===== config.mk =====
export PLATFORM = sky130hd
export DESIGN_NAME = chip_ctl_upper
export DESIGN_NICKNAME = d
export VERILOG_FILES = /design/src/common/chip_ctl_pkg.sv /design/src/common/retry_if.sv /design/src/pci_retry_counter.sv /design/src/chip_ctl_upper.sv
export VERILOG_INCLUDE_DIRS = /design/src /design/src/common
export SDC_FILE = /design/constraint.sdc
export NUM_CORES = 1
export LEC_CHECK = 0
export BUFFER_PORTS_ARGS = -buffer_cell sky130_fd_sc_hd__buf_2
export CAP_MARGIN = 30
export CORE_MARGIN = 2
export CORE_UTILIZATION = 50
export CTS_BUF_LIST = sky130_fd_sc_hd__clkbuf_16
export CTS_CLUSTER_DIAMETER = 80
export CTS_CLUSTER_SIZE = 20
export DETAILED_ROUTE_END_ITERATION = 12
export PLACE_DENSITY = 0.72
export SETUP_SLACK_MARGIN = 0.1
export SYNTH_ARGS = -nofsm -noshare
export SYNTH_HDL_FRONTEND = slang
export SYNTH_HIERARCHICAL = 1
export SYNTH_SLANG_ARGS = --single-unit

===== constraint.sdc =====
create_clock -name clk_i -period 4.3 [get_ports clk_i]
set_clock_uncertainty 0.05 [all_clocks]
set_input_delay 0.43 -clock clk_i [delete_from_list [all_inputs] [get_ports clk_i]]
set_output_delay 0.43 -clock clk_i [all_outputs]
set_load 0.02 [all_outputs]

===== src/common/chip_ctl_defines.svh =====
/*
 Offsets, field positions, reset values and timing figures of the bridge
 chip control register, upper half (bits 31:15) at configuration offset 40h.
 Assumes a 200 MHz core clock; times are given in ns and turned into
 cycles by the modules that use them.
*/
//Contract
//- Credit updates go out per two freed credits when bit 15 is 0, else each.
//- Bit 16 sets on retry counter expiry and clears only by writing one.
//- Bits 18:17 pick the retry limit: none, 256, 64K or 2G.
//- Bit 19 disables the PCI discard timer together with bridge control bit 27.
//- Bit 20 gives 64 clock discard expiry, else bit 24 or 25 of 3Ch.
//- Bits 22:21 pick config retry timeout 25us, 0.5ms, 5ms or 25ms.
//- Bit 23 set forces delayed transactions to complete strictly in order.
//- Bits 25:24 pick completion timeout 50us, 10ms, 50ms or disabled.
//- Bit 26 clear maps PCI-to-PCIe memory traffic to TC0, else to bits 29:27.
//- Bits 29:27 hold the isochronous traffic class, resetting to 001.
//- Bit 30 gates core clocks while the link sits in L1 or L1s.
//- Bit 31 locks out primary configuration access with CRS or target retry.
`ifndef CHIP_CTL_DEFINES_SVH
`define CHIP_CTL_DEFINES_SVH

`define CTL_OFFSET      8'h40
`define CTL_RESET       32'h0920_0000
`define CTL_RW_MASK     32'hfffe_8000
`define FC_BIT          15
`define RETRY_STS_BIT   16
`define RETRY_SEL_LO    17
`define RETRY_SEL_HI    18
`define DISC_DIS_BIT    19
`define DISC_SHORT_BIT  20
`define CRS_SEL_LO      21
`define CRS_SEL_HI      22
`define DT_ORDER_BIT    23
`define CPL_SEL_LO      24
`define CPL_SEL_HI      25
`define ISO_EN_BIT      26
`define TC_LO           27
`define TC_HI           29
`define PWR_SAVE_BIT    30
`define LOCKOUT_BIT     31

`define TC_ZERO         3'h0
`define RETRY_LIM_256   32'h0000_0100
`define RETRY_LIM_64K   32'h0001_0000
`define RETRY_LIM_2G    32'h8000_0000

`define DISC_SHORT_CLK  16'h0040
`define DISC_BC_SHORT   16'h0400
`define DISC_BC_LONG    16'h8000

`define CLK_PERIOD_NS   5
`define CRS_T0_NS       25000
`define CRS_T1_NS       500000
`define CRS_T2_NS       5000000
`define CRS_T3_NS       25000000
`define CPL_T0_NS       50000
`define CPL_T1_NS       10000000
`define CPL_T2_NS       50000000

`endif


===== src/common/chip_ctl_pkg.sv =====
/*
 Types shared by the control register bank and its retry counter.
 Assumes chip_ctl_defines.svh is on the include path.
*/
`default_nettype none
package chip_ctl_pkg;
  typedef logic [1:0]  sel_t;
  typedef logic [23:0] tcount_t;

  typedef struct packed {
    logic [31:0] ctl;
    logic        fc_half;
    logic        fc_update;
    logic        crs_run;
    tcount_t     crs_cnt;
    logic        crs_timeout;
    logic        cpl_run;
    tcount_t     cpl_cnt;
    logic        cpl_timeout;
    logic        cfg_ack;
    logic        cfg_crs;
    logic        cfg_tretry;
    logic [31:0] cfg_rdata;
    logic        disc_en;
    logic [15:0] disc_limit;
    logic [2:0]  tc;
    logic        dt_in_order;
    logic        clk_gate;
  } ctl_state_t;

  typedef struct packed {
    logic [31:0] count;
    logic        done;
    logic        expired;
  } retry_state_t;
endpackage
`default_nettype wire


===== src/common/retry_if.sv =====
/*
 Carrier between the register bank and the PCI retry counter.
 Assumes both ends sit on the same clock.
*/
`default_nettype none
interface retry_if;
  logic [1:0] limit_sel;
  logic       txn_new;
  logic       retry;
  logic       expired;
  modport ctl (output limit_sel, output txn_new, output retry,
               input expired);
  modport cnt (input limit_sel, input txn_new, input retry,
               output expired);
endinterface
`default_nettype wire


===== src/pci_retry_counter.sv =====
/*
 Counts target retries for the pending PCI transaction and pulses expired
 once the selected limit is reached. Assumes one clock and the txn_new
 pulse at the start of each transaction.
*/
`default_nettype none
`include "chip_ctl_defines.svh"
module pci_retry_counter (
  // Clock and reset
  input  wire logic clk_i,
  input  wire logic reset_n_i,
  // Counter side of the carrier
  retry_if.cnt      rif
);
  import chip_ctl_pkg::*;

  retry_state_t st_r;
  retry_state_t st_nxt;

  function automatic logic [31:0] limit_of(input sel_t sel);
    unique case (sel)
      2'b00: limit_of = '0;
      2'b01: limit_of = `RETRY_LIM_256;
      2'b10: limit_of = `RETRY_LIM_64K;
      2'b11: limit_of = `RETRY_LIM_2G;
    endcase
  endfunction

  always_comb begin
    st_nxt         = st_r;
    st_nxt.expired = 1'b0;
    if (rif.txn_new) begin
      st_nxt.count = '0;
      st_nxt.done  = 1'b0;
    end else if (rif.retry && !st_r.done) begin
      st_nxt.count = st_r.count + 32'h1;
      // A zero limit would match any stepped count, so it is ruled out
      if (limit_of(rif.limit_sel) != '0 &&
          st_nxt.count >= limit_of(rif.limit_sel)) begin
        st_nxt.expired = 1'b1;
        st_nxt.done    = 1'b1;
      end
    end
  end

  always_ff @(posedge clk_i or negedge reset_n_i) begin
    if (!reset_n_i) begin
      st_r <= '0;
    end else begin
      st_r <= st_nxt;
    end
  end

  assign rif.expired = st_r.expired;
endmodule
`default_nettype wire


===== src/chip_ctl_upper.sv =====
/*
 Bridge chip control register, bits 31:15 at configuration offset 40h,
 with the logic those bits steer: credit update pacing, retry expiry
 status, discard timer setup, the configuration retry and completion
 timers, traffic class mapping, L1 clock gating and primary lockout.
 Assumes one configuration access per strobe and synchronous inputs.
*/
`default_nettype none
`include "chip_ctl_defines.svh"
module chip_ctl_upper #(
  parameter int CRS_CYC0 = `CRS_T0_NS / `CLK_PERIOD_NS,
  parameter int CRS_CYC1 = `CRS_T1_NS / `CLK_PERIOD_NS,
  parameter int CRS_CYC2 = `CRS_T2_NS / `CLK_PERIOD_NS,
  parameter int CRS_CYC3 = `CRS_T3_NS / `CLK_PERIOD_NS,
  parameter int CPL_CYC0 = `CPL_T0_NS / `CLK_PERIOD_NS,
  parameter int CPL_CYC1 = `CPL_T1_NS / `CLK_PERIOD_NS,
  parameter int CPL_CYC2 = `CPL_T2_NS / `CLK_PERIOD_NS
) (
  // Clock and reset
  input  wire logic        clk_i,
  input  wire logic        reset_n_i,
  // Configuration access
  input  wire logic        cfg_wr_i,
  input  wire logic        cfg_rd_i,
  input  wire logic [7:0]  cfg_addr_i,
  input  wire logic [3:0]  cfg_be_i,
  input  wire logic [31:0] cfg_wdata_i,
  input  wire logic        cfg_primary_i,
  input  wire logic        forward_mode_i,
  output logic             cfg_ack_o,
  output logic [31:0]      cfg_rdata_o,
  output logic             cfg_crs_o,
  output logic             cfg_tretry_o,
  // Flow control
  input  wire logic        credit_freed_i,
  output logic             fc_update_o,
  // PCI retry tracking
  input  wire logic        pci_txn_new_i,
  input  wire logic        pci_retry_i,
  // Discard timer setup
  input  wire logic        bc_discard_dis_i,
  input  wire logic        bc_pri_discard_i,
  input  wire logic        bc_sec_discard_i,
  output logic             discard_en_o,
  output logic [15:0]      discard_limit_o,
  // Configuration request retry timer
  input  wire logic        crs_start_i,
  input  wire logic        crs_stop_i,
  output logic             crs_timeout_o,
  // Completion timer
  input  wire logic        cpl_start_i,
  input  wire logic        cpl_stop_i,
  output logic             cpl_timeout_o,
  // Transaction steering
  output logic [2:0]       tc_o,
  output logic             dt_in_order_o,
  // Power saving
  input  wire logic        link_l1_i,
  output logic             clk_gate_o
);
  import chip_ctl_pkg::*;

  ctl_state_t st_r;
  ctl_state_t st_nxt;
  retry_if    rif ();

  ////////////////////////////////////////////////////////////////////////////
  // Timer limits (cycles less one, since counting starts at zero)

  function automatic tcount_t crs_limit(input sel_t sel);
    unique case (sel)
      2'b00: crs_limit = tcount_t'(CRS_CYC0 - 1);
      2'b01: crs_limit = tcount_t'(CRS_CYC1 - 1);
      2'b10: crs_limit = tcount_t'(CRS_CYC2 - 1);
      2'b11: crs_limit = tcount_t'(CRS_CYC3 - 1);
    endcase
  endfunction

  function automatic tcount_t cpl_limit(input sel_t sel);
    unique case (sel)
      2'b00: cpl_limit = tcount_t'(CPL_CYC0 - 1);
      2'b01: cpl_limit = tcount_t'(CPL_CYC1 - 1);
      2'b10: cpl_limit = tcount_t'(CPL_CYC2 - 1);
      2'b11: cpl_limit = '1;
    endcase
  endfunction

  function automatic logic [31:0] lane_mask(input logic [3:0] be);
    for (int i = 0; i < 4; i++) begin
      lane_mask[i*8 +: 8] = {8{be[i]}};
    end
  endfunction

  ////////////////////////////////////////////////////////////////////////////
  // Retry counter

  pci_retry_counter u_retry (
    .clk_i     (clk_i),
    .reset_n_i (reset_n_i),
    .rif       (rif.cnt)
  );

  assign rif.limit_sel = st_r.ctl[`RETRY_SEL_HI:`RETRY_SEL_LO];
  assign rif.txn_new   = pci_txn_new_i;
  assign rif.retry     = pci_retry_i;

  ////////////////////////////////////////////////////////////////////////////
  // Next state

  always_comb begin
    logic        hit;
    logic        locked;
    logic [31:0] wmask;
    logic [31:0] ctl;
    sel_t        cpl_sel;
    hit     = 1'b0;
    locked  = 1'b0;
    wmask   = '0;
    ctl     = st_r.ctl;
    cpl_sel = st_r.ctl[`CPL_SEL_HI:`CPL_SEL_LO];
    st_nxt  = st_r;

    // Configuration access; the primary side is held off when locked
    hit    = (cfg_wr_i || cfg_rd_i) && cfg_addr_i == `CTL_OFFSET;
    locked = hit && cfg_primary_i && st_r.ctl[`LOCKOUT_BIT];
    st_nxt.cfg_ack    = hit && !locked;
    st_nxt.cfg_crs    = locked && forward_mode_i;
    st_nxt.cfg_tretry = locked && !forward_mode_i;
    st_nxt.cfg_rdata  = (hit && !locked && cfg_rd_i) ? st_r.ctl : '0;
    if (hit && !locked && cfg_wr_i) begin
      wmask = lane_mask(cfg_be_i) & `CTL_RW_MASK;
      ctl   = (ctl & ~wmask) | (cfg_wdata_i & wmask);
      if (cfg_be_i[2] && cfg_wdata_i[`RETRY_STS_BIT]) begin
        ctl[`RETRY_STS_BIT] = 1'b0;
      end
    end
    // Expiry in the same cycle as a clear still leaves the flag set
    if (rif.expired) begin
      ctl[`RETRY_STS_BIT] = 1'b1;
    end
    st_nxt.ctl = ctl;

    // Credit update pacing
    st_nxt.fc_update = 1'b0;
    if (credit_freed_i) begin
      if (st_r.ctl[`FC_BIT]) begin
        st_nxt.fc_update = 1'b1;
        st_nxt.fc_half   = 1'b0;
      end else begin
        st_nxt.fc_update = st_r.fc_half;
        st_nxt.fc_half   = !st_r.fc_half;
      end
    end

    // Configuration request retry timer
    st_nxt.crs_timeout = 1'b0;
    if (crs_start_i) begin
      st_nxt.crs_run = 1'b1;
      st_nxt.crs_cnt = '0;
    end else if (crs_stop_i) begin
      st_nxt.crs_run = 1'b0;
    end else if (st_r.crs_run) begin
      if (st_r.crs_cnt >=
          crs_limit(st_r.ctl[`CRS_SEL_HI:`CRS_SEL_LO])) begin
        st_nxt.crs_timeout = 1'b1;
        st_nxt.crs_run     = 1'b0;
      end else begin
        st_nxt.crs_cnt = st_r.crs_cnt + tcount_t'(1);
      end
    end

    // Completion timer; selection 11 keeps it from ever expiring
    st_nxt.cpl_timeout = 1'b0;
    if (cpl_start_i) begin
      st_nxt.cpl_run = 1'b1;
      st_nxt.cpl_cnt = '0;
    end else if (cpl_stop_i) begin
      st_nxt.cpl_run = 1'b0;
    end else if (st_r.cpl_run && cpl_sel != 2'b11) begin
      if (st_r.cpl_cnt >= cpl_limit(cpl_sel)) begin
        st_nxt.cpl_timeout = 1'b1;
        st_nxt.cpl_run     = 1'b0;
      end else begin
        st_nxt.cpl_cnt = st_r.cpl_cnt + tcount_t'(1);
      end
    end

    // Discard timer setup
    st_nxt.disc_en = !st_r.ctl[`DISC_DIS_BIT] && !bc_discard_dis_i;
    if (st_r.ctl[`DISC_SHORT_BIT]) begin
      st_nxt.disc_limit = `DISC_SHORT_CLK;
    end else if (forward_mode_i ? bc_pri_discard_i
                                : bc_sec_discard_i) begin
      st_nxt.disc_limit = `DISC_BC_SHORT;
    end else begin
      st_nxt.disc_limit = `DISC_BC_LONG;
    end

    // Steering and power
    st_nxt.tc = st_r.ctl[`ISO_EN_BIT] ? st_r.ctl[`TC_HI:`TC_LO]
                                      : `TC_ZERO;
    st_nxt.dt_in_order = st_r.ctl[`DT_ORDER_BIT];
    st_nxt.clk_gate    = st_r.ctl[`PWR_SAVE_BIT] && link_l1_i;
  end

  ////////////////////////////////////////////////////////////////////////////
  // State register

  always_ff @(posedge clk_i or negedge reset_n_i) begin
    if (!reset_n_i) begin
      st_r            <= '0;
      st_r.ctl        <= `CTL_RESET;
      st_r.disc_en    <= 1'b1;
      st_r.disc_limit <= `DISC_BC_LONG;
    end else begin
      st_r <= st_nxt;
    end
  end

  assign cfg_ack_o       = st_r.cfg_ack;
  assign cfg_rdata_o     = st_r.cfg_rdata;
  assign cfg_crs_o       = st_r.cfg_crs;
  assign cfg_tretry_o    = st_r.cfg_tretry;
  assign fc_update_o     = st_r.fc_update;
  assign discard_en_o    = st_r.disc_en;
  assign discard_limit_o = st_r.disc_limit;
  assign crs_timeout_o   = st_r.crs_timeout;
  assign cpl_timeout_o   = st_r.cpl_timeout;
  assign tc_o            = st_r.tc;
  assign dt_in_order_o   = st_r.dt_in_order;
  assign clk_gate_o      = st_r.clk_gate;
endmodule
`default_nettype wire


==> metrics.txt <==
Initial Utilization=0.513; internal reg-to-reg setup slack=0.72 ns; die extent in y=129 µm; Final Max Slew Viols=0; YS warnings=6; HP Class=input port to flip-flop; CTS Buffer Depth=2; htree depth=4; Vias=5838; Ant. Diodes=0; run status=finished clean; post-DR wirelength/cell=14.2 µm; Setup TNS Final=0 ns; CP Class=flip-flop to flip-flop; antenna violations before repair=0; cts bufs inserted=17; PD cells=334 mW/mm²; Total GRT Usage=0.197; RSZ-0062 raised after global routing=no; Mapped Avg Cell Area=between 9 and 10 µm²; CP startpoint kind=flip-flop; number of synthesized flops with an enable pin=0; most frequent cells after synthesis=dfrtp_1, nor2_1, buf_4, nand2_1, ha_1; Final Hold Viols=0; sequential area share after synthesis=0.429; Top Ports=121; post-route ant nets=0; WP data required=4.58 ns; cells after synthesis=824; Util after Layout=0.570; Critical Path AT=3.86 ns; port bufs=76; Post-Route WL=about 16000 µm; mapped cell area=0.00782 mm²; CP Max Fanout=11; register bit total from synthesis=134; top cells by area, synth=dfrtp_1, ha_1, buf_4, nor2_1, xnor2_1; Pleak=0.00409 µW; CTS clk-pin slew, worst paths=0.06 ns; r2r endpoint=st_r[78]; final worst path period need=3.58 ns; Cell Rows=45; share of layout cells above drive strength 1=0.166; worst skew pair latency=0.41 ns; core footprint=0.0153 mm²; HP Start=bc_discard_dis_i; Layout area overhead=11.3%; hold path cells=2; count leader, synth=dfrtp_1; gpl congestion=0.819; Die X=129 µm; first-pass GRT wire length=26200 µm; Max-Cap Viols=0; top_reg_cell synth=dfrtp_1; cell taking the most area after synthesis=dfrtp_1; hold buffer count at cts=1; Nets=969; f_max=around 280 MHz; Hold Path Sink=discard_en_o; vias in the first global route=5530; Max VDD drop=0.264 mV; hpwl dp=roughly 11000 µm; DIE AREA=0.0167 mm²; Netlist cell types=66; area fraction of the dominant cell type after synthesis=0.413; Post-CTS Setup Inserts=0; relative slew slack=0.492; largest net degree at the start of global routing=81; Setup crit end kind=flip-flop; pin slew with the least headroom to its limit=0.762 ns; routed vias/inst=5.35; drt first pass iters=5; DR DRC count=0; Remaining Overflow, GRT=0; Root Driver=clkbuf_16; post-cts resize count=0; # fillers=1326; crit share post-route=0.833; CTS tree=done; clock sink total=134; Reg2Reg Depth=11; final setup fails=0; initial DRC count=approximately 300; Async S/R FF share, synth=1.00
==> critical path, stage by stage, from the launching register on <==
cell and delay, ns:
dfstp_2 0.59, inv_1 0.07, ha_1 0.27, o21bai_1 0.21, ha_1 0.30, a21o_1 0.18
nand3_1 0.07, a31oi_1 0.09, a211oi_2 0.47, nand4_1 0.53, or3_1 0.49, a21oi_1 0.16
==> metal layers <==
layer  part of all wire  global-route usage  vias to the layer above  wire length [µm]
met5                  0                   0                        -                 0
met4             0.0095              0.0627                        0               147
met3              0.047              0.0429                       12               724
met2               0.48               0.319                      160              7380
met1               0.47               0.267                     2786              7260
li1                   -                   -                     2880                 -
==> area by class of cell <==
type	count	area (µm²)	area share
multi-input combinational	608	3950	0.454
sequential	134	3360	0.386
timing repair buffer	81	447	0.0513
clock buffer	17	425	0.0489
tap	211	264	0.0303
clock inverter	15	165	0.0190
inverter	25	93.8	0.0108
==> worst max path at each step <==
stage / cells after the start / slack [ns] / start / end
floorplan: 12 / 1.34 / flip-flop / st_r[61]
global placement: 11 / 0.83 / flip-flop / st_r[80]
detailed placement: 11 / 0.73 / flip-flop / st_r[80]
CTS: 11 / 0.72 / flip-flop / st_r[78]
global route: 11 / 0.40 / flip-flop / st_r[78]
finish: 11 / 0.72 / flip-flop / st_r[78]
==> stage by stage <==
step | power, µW | instances | area [µm²] | worst slack (ns) | hold WS (ns)
2_1_floorplan | 1430 | 851 | 7930 | 1.34 | 0.0844
3_3_place_gp | 1480 | 1057 | 8080 | 0.833 | 0.325
3_5_place_dp | 1490 | 1058 | 8100 | 0.732 | 0.288
4_1_cts | 2940 | 1091 | 8700 | 0.716 | 0.0530
5_1_grt | 3020 | 1091 | 8700 | 0.398 | 0.0587
6_report | 2900 | 1091 | 8700 | 0.718 | 0.0724
==> where the power goes <==
| part | switching (µW) | leakage, µW | internal [µW] | total, µW |
|---|---|---|---|---|
| Sequential | 13.9 | 0.00184 | 1290 | 1300 |
| Combinational | 111 | 0.00197 | 52.2 | 163 |
| Clock | 538 | 0.000289 | 904 | 1440 |
==> cell usage in the layout (no fill, tap or decap), types with 27 or more instances in the layout <==
master | synthesis | routed
ha_1 | 41 | 41
dfrtp_1 | 129 | 129
xor2_1 | 30 | 30
nor3_1 | 27 | 27
and3_1 | 33 | 33
xnor2_1 | 38 | 38
buf_2 | 4 | 75
inv_1 | 25 | 27
nand3_1 | 40 | 40
nor2_1 | 96 | 96
nand2_1 | 49 | 49
conb_1 | 1 | 28
==> logic make-up after synthesis <==
kind of cell	share of synthesized area
xor gates and xnor gates	0.0761
DFF	0.429
buffers and inverters	0.0787
adders and majority gates	0.0668
AOI/OAI and AO/OA	0.0761
muxes	0.0366
and+or+nand+nor	0.236
other	0.000479
Power figures use the tool's default switching activity.
